--- config.mk ---
export PLATFORM = sky130hd
export DESIGN_NAME = bcr_i2c_regs
export DESIGN_NICKNAME = d
export VERILOG_FILES = /design/src/bcr_pkg.sv /design/src/bcr_reg_bank.sv /design/src/bcr_i2c_regs.sv
export SDC_FILE = /design/constraint.sdc
export NUM_CORES = 1
export LEC_CHECK = 0
export ABC_CLOCK_PERIOD_IN_PS = 2900
export BUFFER_PORTS_ARGS = -buffer_cell sky130_fd_sc_hd__buf_2
export CORE_AREA = 2 2 83 85
export DETAILED_ROUTE_END_ITERATION = 16
export DIE_AREA = 0 0 85 87
export GPL_TIMING_DRIVEN = 0
export PLACE_DENSITY = 0.92
export SLEW_MARGIN = 20
export SYNTH_ARGS = -nofsm -noshare
export SYNTH_HDL_FRONTEND = slang
export SYNTH_HIERARCHICAL = 1
export SYNTH_SLANG_ARGS = --single-unit
export TNS_END_PERCENT = 100
--- constraint.sdc ---
create_clock -name CORE_CLK -period 2.9 [get_ports CORE_CLK]
set_input_delay 0.435 -clock CORE_CLK [delete_from_list [all_inputs] [get_ports CORE_CLK]]
set_output_delay 0.435 -clock CORE_CLK [all_outputs]
set_load 0.05 [all_outputs]
--- src/bcr_pkg.sv ---
// Constants, types and layout of the third buck register bank
package bcr_pkg;

    // Register addresses
    localparam logic [7:0] BCR_ADDR_RUN_VOLT  = 8'h3e;
    localparam logic [7:0] BCR_ADDR_STBY_VOLT = 8'h3f;
    localparam logic [7:0] BCR_ADDR_SLP_VOLT  = 8'h40;
    localparam logic [7:0] BCR_ADDR_CTRL      = 8'h41;

    // Control register bit positions
    localparam int BCR_BIT_RUN_EN  = 0;
    localparam int BCR_BIT_STBY_EN = 1;
    localparam int BCR_BIT_SLP_EN  = 2;
    localparam int BCR_BIT_LPWR    = 3;
    localparam int BCR_BIT_FPWM    = 6;
    localparam int BCR_BIT_RDIS    = 7;

    // Reset values and masks
    localparam logic [7:0] BCR_CTRL_RESET = 8'h00;
    localparam logic [7:0] BCR_CTRL_MASK  = 8'hcf;
    localparam logic [3:0] BCR_VOLT_RESET = 4'h0;

    // I2C framing
    localparam logic [3:0] BCR_BITS_PER_BYTE = 4'h8;
    localparam logic [6:0] BCR_DEF_SLAVE_ADDR = 7'h2a; // Arbitrary value

    // Power mode codes from the sequencer
    localparam logic [1:0] BCR_MODE_RUN     = 2'h0;
    localparam logic [1:0] BCR_MODE_STANDBY = 2'h1;
    localparam logic [1:0] BCR_MODE_SLEEP   = 2'h2;

    typedef struct packed {
        logic       en;
        logic [7:0] addr;
        logic [7:0] data;
    } bcr_wr_t;

    typedef struct packed {
        logic [3:0] run_code;
        logic [3:0] standby_code;
        logic [3:0] sleep_code;
        logic       run_enable;
        logic       standby_enable;
        logic       discharge_disable;
    } bcr_fuse_t;

    typedef struct packed {
        logic       buck_on;
        logic       low_power;
        logic       forced_pwm;
        logic       discharge_on;
        logic [3:0] voltage_code;
    } bcr_drive_t;

    typedef enum logic [2:0] {
        BCR_IDLE,
        BCR_ADDR,
        BCR_ADDR_ACK,
        BCR_WR_BYTE,
        BCR_WR_ACK,
        BCR_RD_BYTE,
        BCR_RD_ACK
    } bcr_state_t;

endpackage

--- src/bcr_reg_bank.sv ---
// Register bank and converter drive for the third buck
`timescale 1ns/10ps
`default_nettype none
module bcr_reg_bank (
    // Clock and reset
    input  wire logic          clk,
    input  wire logic          resetn,
    // Fuse defaults
    input  wire bcr_pkg::bcr_fuse_t fuse,
    // Host access
    input  wire bcr_pkg::bcr_wr_t   wr,
    input  wire logic [7:0]    rd_addr,
    output logic [7:0]         rd_data,
    // Converter side
    input  wire logic [1:0]    power_mode,
    output bcr_pkg::bcr_drive_t drive
);
    import bcr_pkg::*;

    logic       load_pending_r;
    logic [3:0] run_code_r;
    logic [3:0] stby_code_r;
    logic [3:0] slp_code_r;
    logic [7:0] ctrl_r;
    logic       on_nxt;
    logic [3:0] code_nxt;

    // Fuses are sampled one edge after release, never under reset
    always_ff @(posedge clk or negedge resetn) begin
        if (!resetn) begin
            load_pending_r <= 1'b1;
        end else begin
            load_pending_r <= 1'b0;
        end
    end

    // Voltage codes: only the fuse load writes them
    always_ff @(posedge clk or negedge resetn) begin
        if (!resetn) begin
            run_code_r  <= BCR_VOLT_RESET;
            stby_code_r <= BCR_VOLT_RESET;
            slp_code_r  <= BCR_VOLT_RESET;
        end else if (load_pending_r) begin
            run_code_r  <= fuse.run_code;
            stby_code_r <= fuse.standby_code;
            slp_code_r  <= fuse.sleep_code;
        end
    end

    always_ff @(posedge clk or negedge resetn) begin
        if (!resetn) begin
            ctrl_r <= BCR_CTRL_RESET;
        end else if (load_pending_r) begin
            ctrl_r <= BCR_CTRL_RESET;
            ctrl_r[BCR_BIT_RUN_EN]  <= fuse.run_enable;
            ctrl_r[BCR_BIT_STBY_EN] <= fuse.standby_enable;
            ctrl_r[BCR_BIT_RDIS]    <= fuse.discharge_disable;
        end else if (wr.en && wr.addr == BCR_ADDR_CTRL) begin
            ctrl_r <= wr.data & BCR_CTRL_MASK;
        end
    end

    always_comb begin
        if (rd_addr == BCR_ADDR_RUN_VOLT) begin
            rd_data = {4'h0, run_code_r};
        end else if (rd_addr == BCR_ADDR_STBY_VOLT) begin
            rd_data = {4'h0, stby_code_r};
        end else if (rd_addr == BCR_ADDR_SLP_VOLT) begin
            rd_data = {4'h0, slp_code_r};
        end else if (rd_addr == BCR_ADDR_CTRL) begin
            rd_data = ctrl_r;
        end else begin
            rd_data = 8'h00;
        end
    end

    always_comb begin
        case (power_mode)
            BCR_MODE_STANDBY: begin
                on_nxt   = ctrl_r[BCR_BIT_STBY_EN];
                code_nxt = stby_code_r;
            end
            BCR_MODE_SLEEP: begin
                on_nxt   = ctrl_r[BCR_BIT_SLP_EN];
                code_nxt = slp_code_r;
            end
            default: begin
                on_nxt   = ctrl_r[BCR_BIT_RUN_EN];
                code_nxt = run_code_r;
            end
        endcase
    end

    always_ff @(posedge clk or negedge resetn) begin
        if (!resetn) begin
            drive <= '0;
        end else begin
            drive.buck_on      <= on_nxt;
            // Mode 3 counts as Run, so only Standby and Sleep qualify
            drive.low_power    <= on_nxt && ctrl_r[BCR_BIT_LPWR]
                                  && (power_mode == BCR_MODE_STANDBY
                                      || power_mode == BCR_MODE_SLEEP);
            drive.forced_pwm   <= ctrl_r[BCR_BIT_FPWM];
            drive.discharge_on <= !on_nxt && !ctrl_r[BCR_BIT_RDIS];
            drive.voltage_code <= code_nxt;
        end
    end

endmodule // bcr_reg_bank
`default_nettype wire

--- src/bcr_i2c_regs.sv ---
// I2C target giving host access to the third buck register bank
`timescale 1ns/10ps
`default_nettype none
module bcr_i2c_regs #(
    parameter logic [6:0] SLAVE_ADDR = bcr_pkg::BCR_DEF_SLAVE_ADDR
) (
    // Clock and reset
    input  wire logic        CORE_CLK,
    input  wire logic        RESETN,
    // I2C pins
    input  wire logic        SCL_I,
    input  wire logic        SDA_I,
    output logic             SDA_O,
    output logic             SDA_OE,
    // Fuse defaults
    input  wire logic [3:0]  FUSE_RUN_CODE,
    input  wire logic [3:0]  FUSE_STANDBY_CODE,
    input  wire logic [3:0]  FUSE_SLEEP_CODE,
    input  wire logic        FUSE_RUN_ENABLE,
    input  wire logic        FUSE_STANDBY_ENABLE,
    input  wire logic        FUSE_DISCHARGE_DISABLE,
    // Sequencer power mode
    input  wire logic [1:0]  POWER_MODE,
    // Converter controls
    output logic             BUCK_ON,
    output logic             BUCK_LOW_POWER,
    output logic             BUCK_FORCED_PWM,
    output logic             BUCK_DISCHARGE_ON,
    output logic [3:0]       BUCK_VOLTAGE_CODE
);
    import bcr_pkg::*;

    logic [1:0] scl_sync_r;
    logic [1:0] sda_sync_r;
    logic       scl_prev_r;
    logic       sda_prev_r;
    logic       scl_s;
    logic       sda_s;
    logic       start_det;
    logic       stop_det;
    logic       scl_rise;
    logic       scl_fall;

    bcr_state_t state_r;
    logic [3:0] bit_cnt_r;
    logic [7:0] shift_r;
    logic [7:0] tx_r;
    logic [7:0] ptr_r;
    logic       ptr_phase_r;
    logic       read_r;
    logic       nack_r;
    logic       sda_oe_r;
    bcr_wr_t    wr_r;
    logic [7:0] rd_data;
    bcr_fuse_t  fuse;
    bcr_drive_t drive;

    function automatic logic byte_full(input logic [3:0] cnt);
        byte_full = (cnt == BCR_BITS_PER_BYTE);
    endfunction

    // Pins are asynchronous to CORE_CLK
    always_ff @(posedge CORE_CLK or negedge RESETN) begin
        if (!RESETN) begin
            scl_sync_r <= 2'h3;
            sda_sync_r <= 2'h3;
            scl_prev_r <= 1'b1;
            sda_prev_r <= 1'b1;
        end else begin
            scl_sync_r <= {scl_sync_r[0], SCL_I};
            sda_sync_r <= {sda_sync_r[0], SDA_I};
            scl_prev_r <= scl_sync_r[1];
            sda_prev_r <= sda_sync_r[1];
        end
    end

    assign scl_s     = scl_sync_r[1];
    assign sda_s     = sda_sync_r[1];
    assign start_det = scl_s && scl_prev_r && sda_prev_r && !sda_s;
    assign stop_det  = scl_s && scl_prev_r && !sda_prev_r && sda_s;
    assign scl_rise  = scl_s && !scl_prev_r;
    assign scl_fall  = !scl_s && scl_prev_r;

    // Protocol engine; SDA only changes after SCL falls
    always_ff @(posedge CORE_CLK or negedge RESETN) begin
        if (!RESETN) begin
            state_r     <= BCR_IDLE;
            bit_cnt_r   <= 4'h0;
            shift_r     <= 8'h00;
            tx_r        <= 8'h00;
            ptr_r       <= 8'h00;
            ptr_phase_r <= 1'b0;
            read_r      <= 1'b0;
            nack_r      <= 1'b0;
            sda_oe_r    <= 1'b0;
            wr_r        <= '0;
        end else begin
            wr_r.en <= 1'b0;
            if (stop_det) begin
                state_r  <= BCR_IDLE;
                sda_oe_r <= 1'b0;
            end else if (start_det) begin
                state_r     <= BCR_ADDR;
                bit_cnt_r   <= 4'h0;
                ptr_phase_r <= 1'b1;
                sda_oe_r    <= 1'b0;
            end else if (scl_rise) begin
                case (state_r)
                    BCR_ADDR, BCR_WR_BYTE: begin
                        shift_r   <= {shift_r[6:0], sda_s};
                        bit_cnt_r <= bit_cnt_r + 4'h1;
                    end
                    BCR_RD_BYTE: begin
                        bit_cnt_r <= bit_cnt_r + 4'h1;
                    end
                    BCR_RD_ACK: begin
                        nack_r <= sda_s;
                    end
                    default: begin
                    end
                endcase
            end else if (scl_fall) begin
                case (state_r)
                    BCR_ADDR: begin
                        if (byte_full(bit_cnt_r)) begin
                            if (shift_r[7:1] == SLAVE_ADDR) begin
                                read_r   <= shift_r[0];
                                sda_oe_r <= 1'b1;
                                state_r  <= BCR_ADDR_ACK;
                            end else begin
                                state_r <= BCR_IDLE;
                            end
                        end
                    end
                    BCR_ADDR_ACK: begin
                        bit_cnt_r <= 4'h0;
                        if (read_r) begin
                            tx_r     <= rd_data;
                            sda_oe_r <= !rd_data[7];
                            ptr_r    <= ptr_r + 8'h01;
                            state_r  <= BCR_RD_BYTE;
                        end else begin
                            sda_oe_r <= 1'b0;
                            state_r  <= BCR_WR_BYTE;
                        end
                    end
                    BCR_WR_BYTE: begin
                        if (byte_full(bit_cnt_r)) begin
                            sda_oe_r <= 1'b1;
                            state_r  <= BCR_WR_ACK;
                            if (ptr_phase_r) begin
                                ptr_r       <= shift_r;
                                ptr_phase_r <= 1'b0;
                            end else begin
                                // Bank drops read-only and unmapped writes
                                wr_r.en   <= 1'b1;
                                wr_r.addr <= ptr_r;
                                wr_r.data <= shift_r;
                                ptr_r     <= ptr_r + 8'h01;
                            end
                        end
                    end
                    BCR_WR_ACK: begin
                        sda_oe_r  <= 1'b0;
                        bit_cnt_r <= 4'h0;
                        state_r   <= BCR_WR_BYTE;
                    end
                    BCR_RD_BYTE: begin
                        if (byte_full(bit_cnt_r)) begin
                            sda_oe_r <= 1'b0;
                            state_r  <= BCR_RD_ACK;
                        end else begin
                            tx_r     <= {tx_r[6:0], 1'b0};
                            sda_oe_r <= !tx_r[6];
                        end
                    end
                    BCR_RD_ACK: begin
                        bit_cnt_r <= 4'h0;
                        if (nack_r) begin
                            // Host ended the read; wait for stop or restart
                            state_r <= BCR_IDLE;
                        end else begin
                            tx_r     <= rd_data;
                            sda_oe_r <= !rd_data[7];
                            ptr_r    <= ptr_r + 8'h01;
                            state_r  <= BCR_RD_BYTE;
                        end
                    end
                    default: begin
                    end
                endcase
            end
        end
    end

    assign SDA_O  = 1'b0;
    assign SDA_OE = sda_oe_r;

    assign fuse.run_code          = FUSE_RUN_CODE;
    assign fuse.standby_code      = FUSE_STANDBY_CODE;
    assign fuse.sleep_code        = FUSE_SLEEP_CODE;
    assign fuse.run_enable        = FUSE_RUN_ENABLE;
    assign fuse.standby_enable    = FUSE_STANDBY_ENABLE;
    assign fuse.discharge_disable = FUSE_DISCHARGE_DISABLE;

    bcr_reg_bank u_bank (
        .clk        (CORE_CLK),
        .resetn     (RESETN),
        .fuse       (fuse),
        .wr         (wr_r),
        .rd_addr    (ptr_r),
        .rd_data    (rd_data),
        .power_mode (POWER_MODE),
        .drive      (drive)
    );

    assign BUCK_ON           = drive.buck_on;
    assign BUCK_LOW_POWER    = drive.low_power;
    assign BUCK_FORCED_PWM   = drive.forced_pwm;
    assign BUCK_DISCHARGE_ON = drive.discharge_on;
    assign BUCK_VOLTAGE_CODE = drive.voltage_code;

endmodule // bcr_i2c_regs
`default_nettype wire

==> impl_metrics.yaml, run 1 <==
clock_network:
  cts_resized: 0
  cts_max_path_buffers: 2
  path_clk_slew_ns: 0.08
  cts_setup_buffers: 0
  cts_tree: "done"
  ctsHoldBuffers: 0
  h-tree-depth: 3
  clkSinkCount: 82
  clk_latency_ns: 0.35
  root_buffer: "clkbuf_8"
  cts_buffers: 9
global_route:
  grt_max_degree: 48
  grt_pass1_vias: 2938
  grt_first_pass_wirelength_mm: 13.60
  grt_overflow_total: 0
  grt.busiest_layer: "met2"
  antenna_found_initial: 0
  grt_use_met3_pct: 3.602
  grtUsageTotal_pct: 23.52
  use_met1_pct: 30.61
  gr-usage-met2_pct: 38.35
cells_and_area:
  drive_above_1_share_pct: 28.68
  diodes: 0
  syn2layout_area_growth_pct: 12.15
  nets: 429
logic_synthesis:
  synth.avg_cell_area_um2: 11.32
  synth_area_um2: 4076
  ys_warn_count: 6
  postSynthCellCount: 360
detailed_routing:
  routed_wl_mm: 8.343
  final_antenna_net_count: 0
  drc: 0
  via_count: 2985
  wl_per_cell_um: 17.10
  via_per_inst: 6.117
  drt-initial-drc-count: 251
  drtPass1Iterations: 4
worst_setup_path:
  critPathArrivalTime_ns: 2.31
  rr_startpoint: "bit_cnt_r[0]"
  r2r_cells: 7
  worstPathMaxFanout: 10
  crit_required_ns: 3.13
  max_stage_delay_ns: 0.42
  slowest_stage: "dfrtp_1"
  crit_end: "wr_r[14]"
  critPathCaptureType: "flop"
  startpoint: "bit_cnt_r[0]"
  cp_cell_sequence: "inv_1, ha_1, and3b_2, nand2_4, nor3_4, buf_6, mux2_2"
  start_kind: "flop"
  rrSetupSlack_ns: 0.82
  r2r_end: "wr_r[14]"
  path_class: "reg2reg"
power:
  peakVddDrop_mv: 0.3803
  p_sw_share_pct: 26.91
  p_sw_mw: 0.6662
  p_int_mw: 1.809
  power.leakage_nw: 2.053
  seqPwrFrac_pct: 53.8
  p_clk_share_pct: 34.9
  power_frac_comb_pct: 11.3
  powerDensity_nw_per_um2: 541.4
job:
  cap_viol_max_count: 0
timing:
  final_max_slew_viol_count: 0
  final.min_clock_period_ns: 2.079
  clock_skew_ns: 0.01039
  setup_viol: 0
  timing.fmax_mhz: 481.0
  worst_slew_pin_slew_ns: 0.6812
  post-route-period-util_pct: 71.69
  relSlewSlack_pct: 54.59
  rsz0062_at_grt: "false"
  hold_viol: 0
  setup_ws_ns: 0.8211
  setup_tns_ns: 0
floorplanning:
  fp.dieArea_um2: 7395
  die_y_um: 87
  core_um2: 6569
  initial_core_util_pct: 62.06
  io_pins: 31
  die_w_um: 85
  rows: 30
placed_design:
  post-place-ws_ns: 0.8315
  gp_congestion: 0.8873
  portBuffers: 29
  dpl.hpwl_mm: 5.653
outcome:
  status: "finished, final reports clean"
min_path:
  min_path_type: "in2async"
-- power groups by stage --
stage / combinational [mW] / clock [mW] / sequential, mW
floorplan: 0.161 / 0 / 1.35
global placement: 0.264 / 0 / 1.34
detailed placement: 0.279 / 0 / 1.35
CTS: 0.280 / 0.881 / 1.33
global route: 0.306 / 0.924 / 1.34
finish: 0.279 / 0.865 / 1.33
-- per-stage QoR --
step | instance area [um2] | instances | util (%) | total power [mW] | hold slack, ns
finish | 4572 | 488 | 69.60 | 2.475 | 0.04542
global route | 4572 | 488 | 69.60 | 2.574 | 0.06033
CTS | 4572 | 488 | 69.60 | 2.489 | 0.03823
detailed placement | 4359 | 472 | 66.36 | 1.628 | 0.3468
global placement | 4329 | 471 | 65.90 | 1.608 | 0.3455
floorplan | 4084 | 362 | - | 1.513 | 0.1394
-- routing by layer --
metal / vias to the layer above / share of wire [%]
li1: 1390 / -
met1: 1450 / 43
met2: 122 / 50
met3: 23 / 5.1
met4: 0 / 2.3
met5: - / 0
-- cells in the final DEF, fill, tap and decap left out, drive strengths merged, types with 6 or more instances in the layout --
| cell | n |
|---|---|
| dfrtp | 75 |
| buf | 44 |
| mux2 | 35 |
| nand2 | 28 |
| o21ai | 25 |
| mux2i | 19 |
| clkbuf | 16 |
| nand2b | 14 |
| nor2 | 14 |
| a21oi | 12 |
| inv | 12 |
| o22ai | 8 |
| nand3 | 8 |
| a31oi | 7 |
| dfstp | 7 |
| nor2b | 7 |
| a2bb2oi | 6 |
-- worst max-delay path, delay by kind of cell (launching register included) --
kind / cells / cell delay (ns)
AND/OR/NAND/NOR: 3 / 0.70
flip-flops: 1 / 0.42
multiplexers: 1 / 0.36
buffers and inverters: 2 / 0.28
adder cells (fa/ha/maj): 1 / 0.20
-- layout make-up --
cell class,count,area [um2]
Fill cell,450,1997
Buffer,19,126.4
Inverter,11,41.29
Tap cell,80,100.1
Sequential cell,82,2061
Multi-Input combinational cell,250,1856
Clock buffer,11,151.4
Timing Repair Buffer,30,175.2
Clock inverter,5,61.31
-- registers in the layout, indices dropped and copies added (netlist names) --
name / flops
u_bank/ctrl_r: 6
sda_prev_r: 1
wr_r: 15
shift_r: 8
bit_cnt_r: 4
state_r: 3
u_bank/drive: 8
read_r: 1
tx_r: 7
u_bank/run_code_r: 4
SDA_OE: 1
nack_r: 1
scl_prev_r: 1
sda_sync_r: 2
ptr_phase_r: 1
u_bank/slp_code_r: 4
ptr_r: 8
u_bank/stby_code_r: 4
u_bank/load_pending_r: 1
scl_sync_r: 2
-- worst min path at each step --
stage	startpoint	end	slack, ns	cells past startpoint
2_1_floorplan	RESETN	SDA_OE	0.14	0
3_3_place_gp	sda_sync_r[0]	sda_sync_r[1]	0.35	0
3_5_place_dp	scl_sync_r[0]	scl_sync_r[1]	0.35	0
4_1_cts	RESETN	ptr_phase_r	0.04	1
5_1_grt	RESETN	nack_r	0.06	1
6_report	RESETN	ptr_phase_r	0.05	1
(Power assumes the default switching activity.)
==> run 2, diff against run 1 <==
- ABC_CLOCK_PERIOD_IN_PS: 2900 -> 2100
- CORE_AREA: 2 2 83 85 -> 2 2 87 89
- DIE_AREA: 0 0 85 87 -> 0 0 89 91
- PLACE_DENSITY: 0.92 -> 0.85
- clock period: 2.9 -> 2.1 ns (I/O delays scaled with it)
==> impl_metrics.yaml, run 2 (synthesis results as in run 1) <==
detailed_routing:
  routed_wl_mm: 8.134
  via_count: 2998
  drtPass1Iterations: 4
  final_antenna_net_count: 0
  drc: 0
  drt-initial-drc-count: 278
  via_per_inst: 5.878
  wl_per_cell_um: 15.95
global_route:
  grt_overflow_total: 0
  grt_max_degree: 52
  antenna_found_initial: 0
  grt_first_pass_wirelength_mm: 13.66
  grtUsageTotal_pct: 21.57
  grt_pass1_vias: 2969
worst_setup_path:
  rrSetupSlack_ns: 0.16
  slowest_stage: "dfrtp_1"
  cp_cell_sequence: "inv_1, ha_1, nand3b_4, o22a_1, nand2b_1, clkbuf_1, a21oi_1, a2bb2oi_1"
  critPathCaptureType: "flop"
  path_class: "reg2reg"
  crit_required_ns: 2.37
  r2r_end: "ptr_r[6]"
  start_kind: "flop"
  critPathArrivalTime_ns: 2.21
  max_stage_delay_ns: 0.44
  worstPathMaxFanout: 9
  rr_startpoint: "bit_cnt_r[0]"
  r2r_cells: 8
cells_and_area:
  largest_reg_flops: 15
  syn2layout_area_growth_pct: 14.21
  largest_register: "wr_r"
  final_common_cell: "dfrtp_1"
  final_cell_mix: "dfrtp_1, mux2_2, buf_2"
  drive_above_1_share_pct: 28.95
  diodes: 0
  utilization_pct: 65.23
  nets: 432
timing:
  setup_tns_ns: 0
  worst_slew_pin_slew_ns: 0.6754
  hold_viol: 0
  timing.fmax_mhz: 515.9
  post-route-period-util_pct: 92.31
  relSlewSlack_pct: 54.97
  clock_skew_ns: 0.01058
  final.min_clock_period_ns: 1.938
  whs_ns: 0.05605
  final_max_slew_viol_count: 0
  setup_viol: 0
  rsz0062_at_grt: "false"
floorplanning:
  die_y_um: 91
  die_w_um: 89
  fp.dieArea_um2: 8099
  rows: 31
  core_um2: 7137
  io_pins: 31
  initial_core_util_pct: 57.12
clock_network:
  cts_buffers: 9
  cts_max_path_buffers: 2
  cts_tree: "done"
  clk_latency_ns: 0.36
  clkSinkCount: 82
  root_buffer: "clkbuf_8"
  h-tree-depth: 3
  path_clk_slew_ns: 0.08
placed_design:
  portBuffers: 29
  dpl.hpwl_mm: 5.811
  gp_congestion: 0.8966
power:
  peakVddDrop_mv: 0.4127
  powerDensity_nw_per_um2: 781.2
  power.leakage_nw: 2.078
min_path:
  min_path_type: "in2reg"
  hp-start: "SCL_I"
  hold_end: "scl_sync_r[0]"
  hold_depth: 1
outcome:
  status: "finished, final reports clean"
job:
  cap_viol_max_count: 0
run 2: area by class of cell:
class | instances | area [um2]
plain buffers | 19 | 126.4
clock buffers | 9 | 123.9
clock inverters | 7 | 123.9
fillers | 544 | 2481
inverters | 11 | 41.29
multi-input cells | 250 | 1856
flip-flops and latches | 82 | 2061
well taps | 99 | 123.9
repair buffers | 33 | 200.2
run 2: worst max path at each step:
stage	start	end	cells after the start
floorplan	bit_cnt_r[0]	wr_r[10]	7
global placement	bit_cnt_r[0]	wr_r[7]	7
detailed placement	bit_cnt_r[0]	wr_r[9]	7
CTS	bit_cnt_r[0]	wr_r[9]	7
global route	bit_cnt_r[1]	ptr_r[6]	8
finish	bit_cnt_r[0]	ptr_r[6]	8
run 2: per-layer routing:
| layer | global-route usage [%] | up-vias | wire (um) | part of all wire (%) |
|---|---|---|---|---|
| met5 | 0 | - | 0 | 0 |
| met4 | 9.204 | 0 | 227 | 2.8 |
| met3 | 3.545 | 21 | 347 | 4.3 |
| met2 | 35.63 | 95 | 4044 | 50 |
| met1 | 27.72 | 1478 | 3514 | 43 |
| li1 | - | 1404 | - | - |
run 2: power by group:
group / internal (mW) / switching, mW
Clock: 0.800 / 0.606
Combinational: 0.173 / 0.215
Sequential: 1.71 / 0.137
Total: 2.68 / 0.958
run 2: worst max-delay path: cells and delay by family, from the launching register on:
kind | cells | cell delay, ns
flops | 1 | 0.44
compound gates | 3 | 0.63
buf+inv | 2 | 0.29
fa+ha+maj | 1 | 0.22
simple gates | 2 | 0.28
run 2: what timing repair did:
item,CTS,global route
hold buffers,1,0
gates resized for setup,0,0
setup buffers,0,2
hold endpoints to repair,25,0
endpoints found under the setup margin,0,10
run 2: stage by stage:
step	area (um2)	std cells	worst slack (ns)	power (mW)
floorplan	4084	362	0.2723	2.089
CTS	4641	508	0.02771	3.651
finish	4656	510	0.1616	3.637
global route	4656	510	0.07314	3.789
global placement	4353	490	0.1064	2.228
detailed placement	4383	491	0.03729	2.257
==> run 3, diff against run 2 <==
- MAX_ROUTING_LAYER: not set -> met4
- SETUP_SLACK_MARGIN: not set -> 0.4
==> impl_metrics.yaml, run 3 (synthesis results as in run 1) <==
timing:
  clock_skew_ns: 0.01334
  worst_slew_pin_slew_ns: 0.7072
  setup_ws_ns: 0.2574
  setup_tns_ns: 0
  rsz0062_at_grt: "true"
  final.min_clock_period_ns: 1.843
  final_max_slew_viol_count: 0
  post-route-period-util_pct: 87.74
  setup_viol: 0
  hold_viol: 0
  whs_ns: 0.04339
  relSlewSlack_pct: 52.21
  timing.fmax_mhz: 542.7
clock_network:
  cts_buffers: 9
  path_clk_slew_ns: 0.08
  h-tree-depth: 3
  cts_tree: "done"
  clk_latency_ns: 0.37
  root_buffer: "clkbuf_8"
  clkSinkCount: 82
  cts_max_path_buffers: 2
min_path:
  min_path_type: "in2reg"
floorplanning:
  die_y_um: 91
  io_pins: 31
  rows: 31
  initial_core_util_pct: 57.12
  core_um2: 7137
  die_w_um: 89
  fp.dieArea_um2: 8099
placed_design:
  portBuffers: 29
  post-place-ws_ns: 0.1140
  post-place-cells: 491
  dpl.hpwl_mm: 5.916
  gp_congestion: 0.8903
global_route:
  antenna_found_initial: 0
  grt_pass1_vias: 3088
  grt_max_degree: 54
  grt_first_pass_wirelength_mm: 15.30
  grt_overflow_total: 0
  grtUsageTotal_pct: 25.48
cells_and_area:
  drive_above_1_share_pct: 41.49
  nets: 450
  finalNonFillerCells: 528
  diodes: 0
  largest_reg_flops: 15
  largest_register: "wr_r"
  final_cell_mix: "dfrtp_1, buf_2, mux2_2, nand2_1, mux2i_1"
  final_common_cell: "dfrtp_1"
  syn2layout_area_growth_pct: 26.80
power:
  powerDensity_nw_per_um2: 729.3
  power.leakage_nw: 2.263
  peakVddDrop_mv: 0.3584
  power_mw: 3.770
worst_setup_path:
  critPathArrivalTime_ns: 2.10
  max_stage_delay_ns: 0.41
  start_kind: "flop"
  crit_required_ns: 2.36
  path_class: "reg2reg"
  cp_cell_sequence: "clkbuf_4, nand3b_1, nor3_4, buf_6, mux2_4"
  slowest_stage: "dfrtp_1"
  critPathCaptureType: "flop"
  worstPathMaxFanout: 10
detailed_routing:
  routed_wl_mm: 10.58
  via_per_inst: 6.087
  wl_per_cell_um: 20.05
  drc: 0
  drt-initial-drc-count: 269
  via_count: 3214
  drtPass1Iterations: 5
  final_antenna_net_count: 0
job:
  cap_viol_max_count: 0
outcome:
  status: "finished, final reports clean"
-- run 3: cell types whose count changed in the layout (fill, tap and decap cells not counted), moves of 4 or more --
cell,delta
a21oi_1,-7
a21oi_4,+5
a2bb2oi_1,-4
a2bb2oi_2,+4
buf_4,+8
buf_6,+7
mux2_2,-15
mux2_4,+15
nand2_1,-7
nand2_2,+7
o21ai_0,-5
-- run 3: metal layers --
layer	part of all wire (%)	up-vias	global-route usage (%)	wire, um
li1	-	1437	-	-
met1	40	1606	31.13	4185
met2	51	133	40.05	5432
met3	5.5	38	4.727	585
met4	3.6	0	13.06	381
met5	0	-	-	0
-- run 3: metrics by stage --
| step | area, um2 | util, % |
|---|---|---|
| after floorplan | 4086 | - |
| after global placement | 4355 | 61.03 |
| after detailed placement | 4385 | 61.45 |
| after CTS | 4910 | 68.79 |
| after global routing | 5169 | 72.42 |
| final | 5169 | 72.42 |
-- run 3: worst paths after layout --
kind	from	to	slack (ns)	depth (start not counted)
min in group asynchronous	RESETN	ptr_r[2]	0.42	2
max in group asynchronous	RESETN	u_bank/load_pending_r	1.06	3
worst min-delay path	SDA_I	sda_sync_r[0]	0.04	1
worst max register to register	state_r[1]	wr_r[10]	0.26	5
worst max-delay path	state_r[1]	wr_r[10]	0.26	5
worst min register to register	sda_sync_r[0]	sda_sync_r[1]	0.36	0
-- run 3: final cells by class --
cell class,instances,area [um2]
Clock buffer,12,155.1
Sequential cell,82,2064
Fill cell,445,1968
Multi-Input combinational cell,251,2153
Tap cell,99,123.9
Inverter,11,41.29
Timing Repair Buffer,50,375.4
Clock inverter,4,98.84
Buffer,19,156.4
-- run 3: timing repair --
action                     in CTS  in global routing
pin swaps                       6                 15
buffers inserted               12                  5
cloned                          1                  2
resized for setup              40                 53
hold buffers                    1                  0
setup endpoints to repair      33                 42
hold endpoints to repair       23                  0
-- run 3: critical path: cells and delay by family (launching register included) --
family	cells	cell delay (ns)
simple gates	2	0.57
buf+inv	2	0.45
flops	1	0.41
mux	1	0.30
-- run 3: power breakdown --
part	internal (mW)	total (mW)	leakage, nW	switching [mW]
Clock	0.858	1.45	0.127	0.590
Sequential	1.71	1.86	1.04	0.153
Combinational	0.215	0.463	1.10	0.248
Total	2.78	3.77	2.26	0.991
